==> config.mk <==
export PLATFORM = sky130hd
export DESIGN_NAME = async_serial_transmitter
export DESIGN_NICKNAME = d
export VERILOG_FILES = /design/src/rtl/async_serial_transmitter.v /design/src/rtl/tx_shifter.v /design/src/rtl/flag_delay.v
export VERILOG_INCLUDE_DIRS = /design/src /design/src/rtl
export SDC_FILE = /design/constraint.sdc
export NUM_CORES = 1
export LEC_CHECK = 0
export BUFFER_PORTS_ARGS = -buffer_cell sky130_fd_sc_hd__buf_2
export CAP_MARGIN = 20
export CORE_ASPECT_RATIO = 1.5
export CORE_UTILIZATION = 51
export CTS_CLUSTER_SIZE = 24
export DETAILED_ROUTE_END_ITERATION = 10
export PLACE_DENSITY = 0.79
export SLEW_MARGIN = 5
export SYNTH_ARGS = -nofsm -noshare
export SYNTH_HDL_FRONTEND = slang
export SYNTH_SLANG_ARGS = --single-unit
==> constraint.sdc <==
create_clock -name core_clk -period 2.3 [get_ports core_clk]
set_input_delay 0.115 -clock core_clk [delete_from_list [all_inputs] [get_ports core_clk]]
set_output_delay 0.115 -clock core_clk [all_outputs]
set_load 0.1 [all_outputs]
==> src/rtl/async_tx_defines.vh <==
// Constants for the asynchronous serial transmitter: register map, fields, timing.
// Assumes a 32-bit AXI4-Lite register port and a 50 MHz core clock.
`ifndef ASYNC_TX_DEFINES_VH
`define ASYNC_TX_DEFINES_VH

// =====================================================================
// Register byte offsets
`define OFS_TX_STATUS_CONTROL 4'h0
`define OFS_TX_HOLDING_BUFFER 4'h4
`define OFS_BAUD_CONTROL 4'h8
`define OFS_IRQ_CONTROL 4'hc

// =====================================================================
// tx_status_control fields
`define BIT_TX_NINTH_BIT 0
`define BIT_SHIFTER_EMPTY 1
`define BIT_SYNC_MODE 4
`define BIT_TX_ENABLE 5
`define BIT_TX9 6
`define BIT_PORT_ENABLE 7
// baud_control field
`define BIT_TX_INVERT 4
// irq_control fields
`define BIT_TX_IRQ_EN 0
`define BIT_PERIPH_IRQ_EN 1
`define BIT_GLOBAL_IRQ_EN 2
`define BIT_TX_FLAG 3

// =====================================================================
// Reset values
`define RST_TX_STATUS_CONTROL 8'h02
`define RST_BAUD_CONTROL 8'h00
`define RST_IRQ_CONTROL 3'h0

// =====================================================================
// Timing and bus response codes
`define FLAG_DELAY_CYCLES 2'h2
`define RESP_OKAY 2'h0
`define RESP_SLVERR 2'h2

`endif

==> src/rtl/async_serial_transmitter.v <==
// Asynchronous serial transmitter with AXI4-Lite register port.
// Assumes baud_tick is a one-cycle pulse from a separate baud-rate generator.
`timescale 1ns/10ps
`include "async_tx_defines.vh"
module async_serial_transmitter (
    input wire core_clk,
    input wire rstn,
    input wire baud_tick,
    input wire [3:0] s_axi_awaddr,
    input wire s_axi_awvalid,
    output reg s_axi_awready,
    input wire [31:0] s_axi_wdata,
    input wire [3:0] s_axi_wstrb,
    input wire s_axi_wvalid,
    output reg s_axi_wready,
    output reg [1:0] s_axi_bresp,
    output reg s_axi_bvalid,
    input wire s_axi_bready,
    input wire [3:0] s_axi_araddr,
    input wire s_axi_arvalid,
    output reg s_axi_arready,
    output reg [31:0] s_axi_rdata,
    output reg [1:0] s_axi_rresp,
    output reg s_axi_rvalid,
    input wire s_axi_rready,
    output reg tx_out_r,
    output reg tx_oe_r,
    output reg tx_irq_r
);
    // =================================================================
    // Registers
    reg tx_ninth_bit_r;
    reg sync_mode_r;
    reg transmitter_enable_r;
    reg nine_bit_tx_select_r;
    reg serial_port_enable_r;
    reg tx_invert_select_r;
    reg [2:0] irq_en_r;
    reg [8:0] tx_holding_buffer_r;
    reg pending_r;
    reg [3:0] aw_addr_r;
    reg aw_have_r;
    reg [31:0] w_data_r;
    reg w_have_r;
    reg [3:0] w_strb_r;

    wire busy;
    wire line;
    wire hold;
    wire load;
    wire do_write;
    wire tx_buffer_empty_flag;
    wire shifter_empty_flag;
    wire async_mode;

    function [7:0] merge_byte;
        input [7:0] old;
        input [31:0] data;
        input [3:0] strb;
        begin
            merge_byte = strb[0] ? data[7:0] : old;
        end
    endfunction

    // =================================================================
    // Write channel
    assign do_write = aw_have_r && w_have_r && !s_axi_bvalid;

    always @(posedge core_clk or negedge rstn) begin
        if (!rstn) begin
            aw_have_r <= 1'b0;
            w_have_r <= 1'b0;
            aw_addr_r <= 4'h0;
            w_data_r <= 32'h0;
            w_strb_r <= 4'h0;
            s_axi_awready <= 1'b0;
            s_axi_wready <= 1'b0;
            s_axi_bvalid <= 1'b0;
            s_axi_bresp <= `RESP_OKAY;
        end else begin
            s_axi_awready <= !aw_have_r && !s_axi_awready && !s_axi_bvalid;
            s_axi_wready <= !w_have_r && !s_axi_wready && !s_axi_bvalid;
            if (s_axi_awvalid && s_axi_awready) begin
                aw_have_r <= 1'b1;
                aw_addr_r <= s_axi_awaddr;
                s_axi_awready <= 1'b0;
            end
            if (s_axi_wvalid && s_axi_wready) begin
                w_have_r <= 1'b1;
                w_data_r <= s_axi_wdata;
                w_strb_r <= s_axi_wstrb;
                s_axi_wready <= 1'b0;
            end
            if (do_write) begin
                aw_have_r <= 1'b0;
                w_have_r <= 1'b0;
                s_axi_bvalid <= 1'b1;
                s_axi_bresp <= (aw_addr_r[1:0] == 2'h0) ? `RESP_OKAY : `RESP_SLVERR;
            end else if (s_axi_bvalid && s_axi_bready) begin
                s_axi_bvalid <= 1'b0;
            end
        end
    end

    // =================================================================
    // Control registers
    wire [7:0] stc_new;
    wire [7:0] stc_old;
    wire [7:0] bc_new;
    wire [7:0] ic_new;
    wire hb_write;
    assign stc_old = {serial_port_enable_r, nine_bit_tx_select_r, transmitter_enable_r,
                      sync_mode_r, 3'h0, tx_ninth_bit_r};
    assign stc_new = merge_byte(stc_old, w_data_r, w_strb_r);
    assign bc_new = merge_byte({3'h0, tx_invert_select_r, 4'h0}, w_data_r, w_strb_r);
    assign ic_new = merge_byte({5'h0, irq_en_r}, w_data_r, w_strb_r);
    assign hb_write = do_write && aw_addr_r == `OFS_TX_HOLDING_BUFFER && w_strb_r[0];

    always @(posedge core_clk or negedge rstn) begin
        if (!rstn) begin
            tx_ninth_bit_r <= 1'b0;
            sync_mode_r <= 1'b0;
            transmitter_enable_r <= 1'b0;
            nine_bit_tx_select_r <= 1'b0;
            serial_port_enable_r <= 1'b0;
            tx_invert_select_r <= 1'b0;
            irq_en_r <= `RST_IRQ_CONTROL;
        end else if (do_write) begin
            case (aw_addr_r)
                `OFS_TX_STATUS_CONTROL: begin
                    // Flag and shifter-empty bits take no write
                    tx_ninth_bit_r <= stc_new[`BIT_TX_NINTH_BIT];
                    sync_mode_r <= stc_new[`BIT_SYNC_MODE];
                    transmitter_enable_r <= stc_new[`BIT_TX_ENABLE];
                    nine_bit_tx_select_r <= stc_new[`BIT_TX9];
                    serial_port_enable_r <= stc_new[`BIT_PORT_ENABLE];
                end
                `OFS_BAUD_CONTROL: begin
                    tx_invert_select_r <= bc_new[`BIT_TX_INVERT];
                end
                `OFS_IRQ_CONTROL: begin
                    irq_en_r <= ic_new[2:0];
                end
                default: begin
                end
            endcase
        end
    end

    // =================================================================
    // Holding buffer and transfer to the shifter
    assign load = pending_r && !busy && transmitter_enable_r;

    always @(posedge core_clk or negedge rstn) begin
        if (!rstn) begin
            tx_holding_buffer_r <= 9'h0;
            pending_r <= 1'b0;
        end else if (!transmitter_enable_r) begin
            pending_r <= 1'b0;
        end else if (hb_write) begin
            tx_holding_buffer_r <= {tx_ninth_bit_r, w_data_r[7:0]};
            pending_r <= 1'b1;
        end else if (load) begin
            pending_r <= 1'b0;
        end
    end

    tx_shifter u_shifter (
        .core_clk(core_clk),
        .rstn(rstn),
        .baud_tick(baud_tick),
        .load(load),
        .load_data(tx_holding_buffer_r),
        .nine_bit(nine_bit_tx_select_r),
        .busy_r(busy),
        .line_r(line)
    );

    flag_delay u_flag_delay (
        .core_clk(core_clk),
        .rstn(rstn),
        .write_pulse(hb_write),
        .hold_r(hold)
    );

    // =================================================================
    // Status flags
    // Flag stays at its old value until the fourth cycle after a write
    reg flag_view_r;
    always @(posedge core_clk or negedge rstn) begin
        if (!rstn) begin
            flag_view_r <= 1'b0;
        end else if (!hold) begin
            flag_view_r <= transmitter_enable_r && !(pending_r && busy);
        end
    end
    assign tx_buffer_empty_flag = flag_view_r;
    assign shifter_empty_flag = !busy && !load;
    assign async_mode = !sync_mode_r;

    // =================================================================
    // Line output and interrupt
    always @(posedge core_clk or negedge rstn) begin
        if (!rstn) begin
            tx_out_r <= 1'b1;
            tx_oe_r <= 1'b0;
            tx_irq_r <= 1'b0;
        end else begin
            tx_oe_r <= serial_port_enable_r && transmitter_enable_r;
            tx_out_r <= line ^ (tx_invert_select_r && async_mode);
            tx_irq_r <= tx_buffer_empty_flag && (&irq_en_r);
        end
    end

    // =================================================================
    // Read channel
    reg [31:0] rd_word;
    always @* begin
        rd_word = 32'h0;
        case (s_axi_araddr)
            `OFS_TX_STATUS_CONTROL: begin
                rd_word[7:0] = stc_old;
                rd_word[`BIT_SHIFTER_EMPTY] = shifter_empty_flag;
            end
            `OFS_BAUD_CONTROL: begin
                rd_word[`BIT_TX_INVERT] = tx_invert_select_r;
            end
            `OFS_IRQ_CONTROL: begin
                rd_word[2:0] = irq_en_r;
                rd_word[`BIT_TX_FLAG] = tx_buffer_empty_flag;
            end
            default: begin
                rd_word = 32'h0;
            end
        endcase
    end

    always @(posedge core_clk or negedge rstn) begin
        if (!rstn) begin
            s_axi_arready <= 1'b0;
            s_axi_rvalid <= 1'b0;
            s_axi_rdata <= 32'h0;
            s_axi_rresp <= `RESP_OKAY;
        end else begin
            s_axi_arready <= !s_axi_rvalid && !s_axi_arready;
            if (s_axi_arvalid && s_axi_arready) begin
                s_axi_arready <= 1'b0;
                s_axi_rvalid <= 1'b1;
                s_axi_rdata <= rd_word;
                s_axi_rresp <= (s_axi_araddr[1:0] == 2'h0) ? `RESP_OKAY : `RESP_SLVERR;
            end else if (s_axi_rvalid && s_axi_rready) begin
                s_axi_rvalid <= 1'b0;
            end
        end
    end
endmodule

==> src/rtl/tx_shifter.v <==
// Frame shifter: start bit, eight or nine data bits LSb first, one stop bit.
// Assumes a one-cycle baud tick enable and a load pulse only while idle.
`timescale 1ns/10ps
module tx_shifter (
    input wire core_clk,
    input wire rstn,
    input wire baud_tick,
    input wire load,
    input wire [8:0] load_data,
    input wire nine_bit,
    output reg busy_r,
    output reg line_r
);
    // Start, data, stop held in one shift word; no address reaches it
    reg [10:0] shift_r;
    reg [3:0] bits_left_r;

    always @(posedge core_clk or negedge rstn) begin
        if (!rstn) begin
            shift_r <= 11'h7ff;
            bits_left_r <= 4'h0;
            busy_r <= 1'b0;
            line_r <= 1'b1;
        end else if (load) begin
            // Eight-bit frames put the stop bit where the ninth bit would sit
            if (nine_bit) begin
                shift_r <= {1'b1, load_data, 1'b0};
            end else begin
                shift_r <= {2'b11, load_data[7:0], 1'b0};
            end
            bits_left_r <= nine_bit ? 4'hb : 4'ha;
            busy_r <= 1'b1;
        end else if (busy_r && baud_tick) begin
            line_r <= shift_r[0];
            shift_r <= {1'b1, shift_r[10:1]};
            bits_left_r <= bits_left_r - 4'h1;
        end else if (busy_r && bits_left_r == 4'h0) begin
            busy_r <= 1'b0;
        end else if (!busy_r) begin
            line_r <= 1'b1;
        end
    end
endmodule

==> src/rtl/flag_delay.v <==
// Delays the view of a holding-buffer write on the buffer-empty flag.
// Assumes the write pulse is one cycle long.
`timescale 1ns/10ps
`include "async_tx_defines.vh"
module flag_delay (
    input wire core_clk,
    input wire rstn,
    input wire write_pulse,
    output reg hold_r
);
    reg [1:0] cnt_r;

    always @(posedge core_clk or negedge rstn) begin
        if (!rstn) begin
            cnt_r <= 2'h0;
            hold_r <= 1'b0;
        end else if (write_pulse) begin
            cnt_r <= `FLAG_DELAY_CYCLES;
            hold_r <= 1'b1;
        end else if (cnt_r != 2'h0) begin
            cnt_r <= cnt_r - 2'h1;
            hold_r <= (cnt_r != 2'h1);
        end
    end
endmodule

**Yosys cells after proc, flatten, opt, wreduce, memory -nomap -nowiden**

Cells that the tools add are included.

- Input port bits: 52
- Bits in latches: 0
- Bits in writable memories: 0
- Flip-flop bits (word level): 75
- Memories: 0
- Bits in read-only memories: 0

- Multiply operators: 0
- Equality and inequality tests: 10
- Shifts and indexed selects: 0
- Order comparisons: 0
- Reductions and logical operators: 55
- Muxes and demuxes: 35
- Divide/modulo/power cells: 0
- Bitwise logic cells: 2
- Add/sub/neg operators: 2

Operators with widths:

| kind | number |
|---|---|
| 1-bit logical AND | 24 |
| 1-bit two-way mux | 23 |
| 11-bit two-way mux | 2 |
| 4-bit == test, second input constant | 4 |
| 2-bit nonzero test | 8 |
| 3-bit AND reduction | 5 |
| 4-bit logical NOT | 3 |
| 1-bit logical NOT | 11 |
| 10-bit two-way mux | 1 |
| 2-bit two-way mux | 4 |
| 4-bit two-way mux | 2 |
| 4-bit one-hot mux with 2 select lines | 1 |
| 4-bit by 3-bit == test with 1-bit output, second input constant | 1 |
| 2-bit logical NOT | 2 |
| 2-bit by 1-bit != test with 1-bit output, second input constant | 2 |
| 2-bit != test, second input constant | 2 |
| 2-bit AND reduction | 2 |
| 4-bit by 1-bit subtractor with 4-bit output, second input constant | 1 |
| 3-bit two-way mux | 1 |
| 3-bit by 1-bit != test with 1-bit output, second input constant | 1 |
| 1-bit one-hot mux with 2 select lines | 1 |
| 2-bit by 1-bit subtractor with 2-bit output, second input constant | 1 |
| 1-bit NOT | 1 |
| 1-bit bitwise XOR | 1 |

**Logic depth before layout (Yosys ltp)**

Gate-level depths: netlist of run 1.

- Depth after elaboration: 6
- Depth in mapped cells: 5
- Gate-level depth less buffers: 5

**By module**

A second synthesis of run 1 with hierarchy kept.

- Cells, all modules: 269
- Area total of the unflattened synthesis: 3199.3 um^2

Modules (own cells, without submodules):

| module | cells each | seq. area each (um^2) | times used | area an instance (um^2) |
|---|---|---|---|---|
| async_serial_transmitter | 184 | 1327.5 | 1 | 2304.7 |
| tx_shifter | 72 | 414.1 | 1 | 749.5 |
| flag_delay | 13 | 75.1 | 1 | 145.1 |

**Worst setup path before layout of run 1**

Ideal clock, no wire load.

- Kind: register to register
- From: reg s_axi_bvalid
- To: reg tx_holding_buffer_r[0]
- Library setup time: 0.125 ns
- Stages on the path, launching flop included: 4
- Path slack: 0.231 ns
- Required time: 2.175 ns
- Path buffers: 0
- Arrival: 1.945 ns
- Cells stage by stage: dfrtp_1 > nand3b_1 > nor3_4 > mux2_2

- Cells in the longest elaborated chain, start to end: 5

Ends and longest elaborated chain:

| what | RTL line | text |
|---|---|---|
| start: declaration | async_serial_transmitter.v:17 | `output reg s_axi_bvalid,` |
| start signal: assignment | async_serial_transmitter.v:78 | `s_axi_bvalid <= 1'b0;` |
| start signal: assignment | async_serial_transmitter.v:97 | `s_axi_bvalid <= 1'b1;` |
| start signal: assignment | async_serial_transmitter.v:100 | `s_axi_bvalid <= 1'b0;` |
| 1-bit logical NOT | async_serial_transmitter.v:67 | `assign do_write = aw_have_r && w_have_r && !s_axi_bvalid;` |
| 1-bit logical AND | async_serial_transmitter.v:67 |  |
| 1-bit logical AND (no line) | -- |  |
| 1-bit logical AND | async_serial_transmitter.v:117 | `` assign hb_write = do_write && aw_addr_r == `OFS_TX_HOLDING_BUFFER && w_strb_r[0]; `` |
| 2-bit AND reduction (no line) | -- |  |
| end signal: assignment | async_serial_transmitter.v:161 | `tx_holding_buffer_r <= {tx_ninth_bit_r, w_data_r[7:0]};` |
| end: declaration | async_serial_transmitter.v:39 | `reg [8:0] tx_holding_buffer_r;` |

Every way passes these cells.
A chain may end at the register's enable or synchronous reset.

**Worst setup path in the final report of run 1**

- From: reg aw_addr_r[1]
- To: reg tx_holding_buffer_r[3]

- Cells in the longest elaborated chain, start to end: 4

Ends and longest elaborated chain:

| what | RTL line | text |
|---|---|---|
| start: declaration | async_serial_transmitter.v:41 | `reg [3:0] aw_addr_r;` |
| start signal: assignment | async_serial_transmitter.v:85 | `aw_addr_r <= s_axi_awaddr;` |
| 4-bit by 3-bit == test with 1-bit output (no line) | -- |  |
| 1-bit logical AND (no line) | -- |  |
| 1-bit logical AND | async_serial_transmitter.v:117 |  |
| 2-bit AND reduction (no line) | -- |  |

Every way passes these cells.

==> impl.org, run 1 <==
** Status
- Run status :: completed

** Drt
- Final wirelength :: just under 6000 um
- The detailed router placed around 2100 vias in this run.
- Drt drc :: 0
- The first routing iteration left 78 violations.
- Detailed-route vias per instance :: about 5.3
- Average routed wire per standard cell :: about 15 um
- Detailed Routing Iterations Pass 1 :: 4
- Antenna-violating nets left :: 0

** Floorplan
- Core area :: between 5000 and 6000 um^2
- Chip Height :: slightly below 100 um
- # rows :: 34
- Die Footprint :: between 6000 and 7000 um^2
- Die Wd :: 66.0 um
- I/O pin total :: 96
- Initial core utilization :: 53.5%

** Clock tree
- Post-CTS timing repair inserted 0 buffers for setup.
- Clock latency reported for the late side of the worst-skew pair :: around 0.35 ns
- Sinks on the clock net :: around 70
- CTS placed an instance of clkbuf_8 at the clock tree root.
- In this run, post-CTS repair resized a total of 0 instances.
- Count of hold buffers inserted by post-cts repair :: 15
- No sink is reached through more buffers than the 2 on the longest clock path.
- Number of H-tree levels :: 3
- Clock transition at the register clock pins on the worst setup and hold paths after CTS :: approximately 0.07 ns
- Number of buffers added by the clock tree synthesis step :: 9
- CTS tree :: yes

** Final layout
- Footprint of the multi-input gates :: 1170 um^2
- Relative to the synthesized area, the layout overhead comes to 19.1%.
- The number of antenna diodes in the final layout is 0.
- Net count, final :: approximately 380
- Counting the fill cells in the layout gives about 460.
- In the layout the commonest cells are dfrtp_1, buf_2, mux2_2, nand2_1, conb_1.
- Most common cell after layout, fill and taps aside :: dfrtp_1
- Fraction of final layout cells sized beyond drive strength 1 :: between 30 and 40%
- Across the whole layout, storage elements account for roughly 1800 um^2.

** Placed design
- Input/output buffers :: between 40 and 50
- Routability-driven placement finished with a final weighted congestion of 0.779.
- Placed wire-length estimate after detailed placement :: around 3800 um

** Timing
- Final count of pins violating max slew :: 0
- Final clock skew :: ~0.011 ns
- Post-layout min period :: between 1.5 and 2 ns
- Slew at the pin with the worst max-slew slack :: ~0.77 ns
- Summed over all failing endpoints, the final setup total negative slack is 0 ns.
- The worst path uses slightly below 90% of the clock period.
- Setup repair after global routing left no endpoint under its margin.
- Final hold analysis gives a worst-case slack of about 0.021 ns.
- Based on the critical path, the design can be clocked at up to slightly above 500 MHz.
- Setup violations remaining at the end of the flow were counted as 0.
- Hold Fails Final Rpt :: 0
- Slew headroom :: about half

** Synth
- Yosys mapped the design onto 40 distinct sky130hd cell types.
- Post-synthesis register bit count :: 72
- Counting every instance in the synthesized netlist gives 259.
- Post-synthesis sequential area ratio :: 57.9%
- The Yosys step of the flow raised 0 warnings.
- Number of enable-type register cells in the synthesized netlist :: 0
- Share of the synthesized area in the top cell type :: a little under half
- Dominant synthesized flop cell :: dfrtp_1
- After synthesis, the share of flip-flops with an asynchronous set or reset is 100%.
- Leading area contributor after synthesis :: dfrtp_1
- Summing every instance area after synthesis gives approximately 3100 um^2.
- In the post-synthesis netlist, the biggest area contributors are dfrtp_1, mux2_2, dfstp_2.
- The average instance in the mapped netlist occupies between 10 and 15 um^2.

** Global route
- Initial antenna violation count :: 0
- GRT Residual Overflow :: 0
- The first global-routing pass estimated 9760 um of wire.
- Via count of the first global-routing pass :: between 2000 and 2500
- Maximum number of pins on one net before global-route repair :: 73
- Overall Global Routing Usage :: 20.6%

** Critical path
- Signal arrival time at the worst endpoint :: 2.22 ns
- Counting cells, the worst reg-to-reg path comes to 3.
- Capture point of the worst reg-to-reg path :: tx_holding_buffer_r[3]$_DFFE_PN0P_
- Startpoint Class :: flip-flop
- The most critical setup path has its startpoint at aw_addr_r[1]$_DFFE_PN0P_.
- The critical path in this run is classified as flip-flop to flip-flop.
- Data on the critical path is required at its endpoint by between 2 and 3 ns.
- STA classifies the critical path endpoint as a flip-flop.
- RR Startpoint :: aw_addr_r[1]$_DFFE_PN0P_
- Critical path peak fanout :: 9
- The most critical setup path has its endpoint at tx_holding_buffer_r[3]$_DFFE_PN0P_.
- Worst R2R Setup Slack :: roughly 0.31 ns

** Pwr
- VDD sags by at most around 0.0012 V.
- PD cells :: roughly 1300 nW/um^2
- In this run the static leakage power is 1.82 nW.

** Run
- # Max-Cap Violations :: 0

** Hold path
- In this run the most critical hold path is launched from s_axi_wdata[2].
- Class of the tightest hold or removal check :: input pin to flip-flop
==> worst max-delay path, stage by stage, from the launching register on <==
cell     delay, ns
dfrtp_1       0.42
or4b_4        0.59
nor3_4        0.47
mux2_2        0.39
==> metal layers <==
| layer | up-vias | GRT usage (%) | routed length (um) |
|---|---|---|---|
| met4 | 0 | 10.1 | 102 |
| li1 | 999 | - | - |
| met1 | 1041 | 23.6 | 2330 |
| met3 | 10 | 5.14 | 237 |
| met2 | 67 | 35.1 | 3250 |
| met5 | - | 0 | 0 |
==> cell type report <==
cell class,count,share of cell area [%]
Multi-Input combinational cell,174,31.4
Clock inverter,6,2.88
Inverter,7,0.703
Timing Repair Buffer,60,10.6
Tap cell,72,2.41
Clock buffer,10,3.41
Sequential cell,72,48.6
==> power breakdown <==
part	switching [mW]	internal, mW
Combinational	1.06	0.475
Sequential	0.356	1.72
Clock	0.453	0.717
==> sequential cells by signal, summed over array words and instances, names as in the netlist, 2 cells and up <==
name / flops
irq_en_r: 3
w_data_r: 8
u_flag_delay.cnt_r: 2
tx_holding_buffer_r: 9
u_shifter.bits_left_r: 4
s_axi_rdata: 8
aw_addr_r: 4
u_shifter.shift_r: 10
==> how the worst min path moves through the flow <==
stage	cells after the start	to	slack [ns]
finish	2	w_data_r[2]$_DFFE_PN0P_	0.02
global route	2	w_data_r[2]$_DFFE_PN0P_	0.0003
CTS	2	w_data_r[2]$_DFFE_PN0P_	0.0002
detailed placement	2	w_data_r[3]$_DFFE_PN0P_	0.16
global placement	2	w_data_r[3]$_DFFE_PN0P_	0.16
floorplan	0	aw_addr_r[0]$_DFFE_PN0P_	-0.18
==> cell usage after synthesis, types with 2 or more instances <==
| library cell | count |
|---|---|
| a21oi_1 | 6 |
| a221o_1 | 9 |
| a22oi_1 | 2 |
| a31oi_1 | 2 |
| and2_1 | 2 |
| and3_1 | 8 |
| and3b_1 | 2 |
| buf_4 | 26 |
| clkbuf_1 | 5 |
| dfrtp_1 | 60 |
| dfstp_2 | 12 |
| ha_1 | 3 |
| inv_1 | 7 |
| mux2_2 | 32 |
| nand2_1 | 27 |
| nand3_1 | 5 |
| nand3b_1 | 2 |
| nand4_1 | 2 |
| nor2_1 | 9 |
| nor3_1 | 2 |
| o211ai_1 | 2 |
| o21ai_0 | 15 |
| xor2_1 | 2 |
==> logic make-up after synthesis <==
kind of cell | count (synthesis) | share of synthesized area (%)
AOI/OAI and AO/OA | 38 | 8.09
xor gates and xnor gates | 3 | 0.837
adders and majority gates | 3 | 1.20
buffers and inverters | 38 | 7.66
DFF | 72 | 57.9
muxes | 33 | 11.8
other | 1 | 0.120
and+or+nand+nor | 71 | 12.4
==> metrics by stage <==
step | cells | power, mW | instance area [um^2] | util (%) | setup WS (ns)
floorplan | 284 | 3.29 | 3230 | - | 0.231
global placement | 370 | 3.53 | 3350 | 57.1 | 0.374
detailed placement | 370 | 3.59 | 3350 | 57.1 | 0.358
CTS | 401 | 4.81 | 3740 | 63.7 | 0.312
global route | 401 | 5.01 | 3740 | 63.7 | 0.218
finish | 401 | 4.78 | 3740 | 63.7 | 0.312
No activity file was read; power rests on OpenSTA's default activity.
==> run 2, diff against run 1 <==
--- a/config.mk
+++ b/config.mk
@@ -9,10 +9,11 @@
 export BUFFER_PORTS_ARGS = -buffer_cell sky130_fd_sc_hd__buf_2
 export CAP_MARGIN = 20
 export CORE_ASPECT_RATIO = 1.5
+export CORE_MARGIN = 4
 export CORE_UTILIZATION = 51
 export CTS_CLUSTER_SIZE = 24
 export DETAILED_ROUTE_END_ITERATION = 10
-export PLACE_DENSITY = 0.79
+export PLACE_DENSITY = 0.76
 export SLEW_MARGIN = 5
 export SYNTH_ARGS = -nofsm -noshare
 export SYNTH_HDL_FRONTEND = slang
==> impl.org, run 2 (same netlist as run 1, synthesis figures left out) <==
** Status
- The run finished with clean final reports.

** Pwr
- For this design the ratio of total power to cell area is approximately 1200 nW/um^2.
- Maximum ir drop on the vdd rail :: approximately 0.0011 V
- Logic pwr share :: around 34%
- Share of total power in the clock network :: about a fifth
- In this run the static leakage power is between 1.5 and 2 nW.
- Of the total power, registers draw 46.5%.
- Net switching is 41.4% of the power.
- Cell internal power was estimated by the tool at about 2.6 mW.
- Psw :: around 1.8 mW

** Critical path
- Cell with the biggest individual delay on the critical path :: or4b_4
- In this design, the stage delay of the slowest critical-path cell is approximately 0.58 ns.
- Required time worst endpoint :: 2.51 ns
- Measured in cells, the most critical reg-to-reg path has a length of 3.
- By startpoint and endpoint, the worst setup path is classified as flip-flop to flip-flop.
- STA classifies the critical path endpoint as a flip-flop.
- The worst register-to-register path begins at aw_addr_r[1]$_DFFE_PN0P_.
- Source of the critical timing path :: aw_addr_r[1]$_DFFE_PN0P_
- Startpoint Class :: flip-flop
- Across all register-to-register paths, the minimum setup slack is between 0.3 and 0.4 ns.
- Signal arrival time at the worst endpoint :: approximately 2.2 ns
- Critical path peak fanout :: 9
- The most critical setup path has its endpoint at tx_holding_buffer_r[1]$_DFFE_PN0P_.
- Cells along the critical path :: or4b_4 > nor3_4 > mux2_2
- Capture point of the worst reg-to-reg path :: tx_holding_buffer_r[1]$_DFFE_PN0P_

** Clock tree
- Clock transition at the register clock pins on the worst setup and hold paths after CTS :: roughly 0.070 ns
- CTS tree :: yes
- Number of H-tree levels :: 3
- Counting the buffers created by CTS gives 9.
- Clock tree synthesis found a total of a little over 70 sinks.
- Clock latency reported for the late side of the worst-skew pair :: around 0.34 ns
- Count of buffers added by post-CTS timing repair for setup :: 0
- No sink is reached through more buffers than the 2 on the longest clock path.
- Clock tree synthesis selected as its root buffer the cell clkbuf_8.

** Drt
- Highest Signal Layer :: met4
- Average routed wire per standard cell :: about 15 um
- Met3 wire length :: 388 um
- Met2 wirelength from detailed routing :: ~3000 um
- Summing over every cut layer, the via total after detailed routing is around 2100.
- The detailed router finished its first iteration with 140 violations.
- The detail route stage leaves a number of antenna-violating nets equal to 0.
- In the routed layout, each cell is associated on average with a via count of 5.25.
- Final wirelength :: ~5900 um
- Before antenna repair, the detailed router went through 4 iterations.
- Drt drc :: 0
- Routed metal-1 wirelength :: between 2000 and 2500 um

** Placed design
- Cell count after placement :: approximately 370
- Input/output buffers :: 42
- Placed wire-length estimate after detailed placement :: ~4200 um
- Global placer's final weighted congestion :: approximately 0.81

** Global route
- Across every metal layer, demand over resource in global routing totals between 10% and 20%.
- Entering global routing, the biggest net connects 30 pins.
- GRT Residual Overflow :: 0
- Global-route wire length before repair :: between 10000 and 15000 um
- Via count of the first global-routing pass :: approximately 2100
- The number of antenna violations at the first check in global routing is 0.

** Timing
- Setup repair after global routing left no endpoint under its margin.
- Timing-limited maximum frequency :: between 500 and 600 MHz
- Headroom to the max-slew limit came out at between 50% and 60%.
- For the final routed database, the setup TNS stands at 0 ns.
- Final count of pins violating max slew :: 0
- The final hold violation count is 0.
- Slew at the pin with the worst max-slew slack :: ~0.73 ns
- Final clock period utilization by the worst path :: roughly 85%
- Across the routed clock network, the largest skew measured is 0.0126 ns.
- The smallest clock period supported by the final layout is computed as 1.96 ns.
- Setup-failing EPs final :: 0

** Final layout
- Final cell count without fillers :: about 400
- Antenna cells :: 0
- The post-route netlist has between 30% and 40% of its cells at a drive strength greater than 1.
- Ranked by flip-flop count, first place goes to u_shifter.shift_r.
- Most common cell after layout, fill and taps aside :: dfrtp_1
- The register with the most flip-flops in the layout has 10 of them.
- Most frequent cells in the layout :: dfrtp_1, buf_2, mux2_2, nand2_1, conb_1
- Top Registers :: u_shifter.shift_r: 10 flops, tx_holding_buffer_r: 9 flops
- Layout-stage area growth over the synthesis result :: 15.7%
- Net count, final :: ~380

** Floorplan
- Core area :: ~5900 um^2
- Once the floorplan was initialized, standard cells occupied a little over half of the core.
- The die covers ~7500 um^2.
- The floorplan step set the die width to roughly 70 um.
- Row generation in the floorplan step produced 34 rows.
- 96 I/O pins were placed.
- Chip Height :: about 100 um

** Hold path
- The min-delay analysis places its worst path in the category input pin to flip-flop.
- The worst hold path passes through 2 cells.

** Run
- The tool flagged a number of max-cap violations equal to 0.
==> run 2: repair_timing <==
| action | CTS | global route |
|---|---|---|
| hold buffers | 10 | 1 |
| gates resized for setup | 0 | 0 |
| hold endpoints to repair | 27 | 1 |
==> run 2: power groups by stage <==
stage          sequential, mW  clock (mW)  combinational, mW
3_5_place_dp             2.09           0               1.51
5_1_grt                  2.13       0.944               1.64
6_report                 2.07       0.854               1.52
4_1_cts                  2.07       0.878               1.53
2_1_floorplan            2.46           0              0.837
3_3_place_gp             2.07           0               1.47
==> run 2: through the flow <==
| step | setup slack (ns) | hold slack, ns | area (um^2) | power, mW | util, % |
|---|---|---|---|---|---|
| 2_1_floorplan | 0.231 | -0.181 | 3230 | 3.29 | - |
| 3_3_place_gp | 0.376 | 0.119 | 3360 | 3.54 | 57.2 |
| 3_5_place_dp | 0.348 | 0.121 | 3360 | 3.60 | 57.2 |
| 4_1_cts | 0.328 | 0.0000634 | 3620 | 4.47 | 61.7 |
| 5_1_grt | 0.255 | 0.000939 | 3630 | 4.72 | 61.9 |
| 6_report | 0.336 | 0.0186 | 3630 | 4.44 | 61.9 |
==> run 2: layout make-up <==
cell class,count,area [um^2]
clock inverter,3,17.5
clock buffer,13,149
tap,72,90.1
multi-input combinational,174,1170
timing repair buffer,58,358
inverter,7,26.3
sequential,72,1820
fill,481,2240
==> run 2: worst min-delay path by stage <==
stage | start | endpoint | slack, ns
2_1_floorplan | rstn | aw_addr_r[0]$_DFFE_PN0P_ | -0.18
3_3_place_gp | rstn | w_data_r[3]$_DFFE_PN0P_ | 0.12
3_5_place_dp | rstn | tx_holding_buffer_r[3]$_DFFE_PN0P_ | 0.12
4_1_cts | s_axi_wdata[3] | w_data_r[3]$_DFFE_PN0P_ | 0.00006
5_1_grt | s_axi_wdata[1] | w_data_r[1]$_DFFE_PN0P_ | 0.0009
6_report | s_axi_wstrb[0] | w_strb_r[0]$_DFFE_PN0P_ | 0.02
==> run 2: critical path, delay by kind of cell, from the launching register on <==
kind	cells	cell delay (ns)
simple gates	2	1.03
flops	1	0.41
mux	1	0.40
==> run 2: routing by layer <==
layer  vias up  track usage [%]
met4         0             6.85
met1      1014             22.1
met3        13             5.90
met5         -                0
li1        993                -
met2        76             26.9
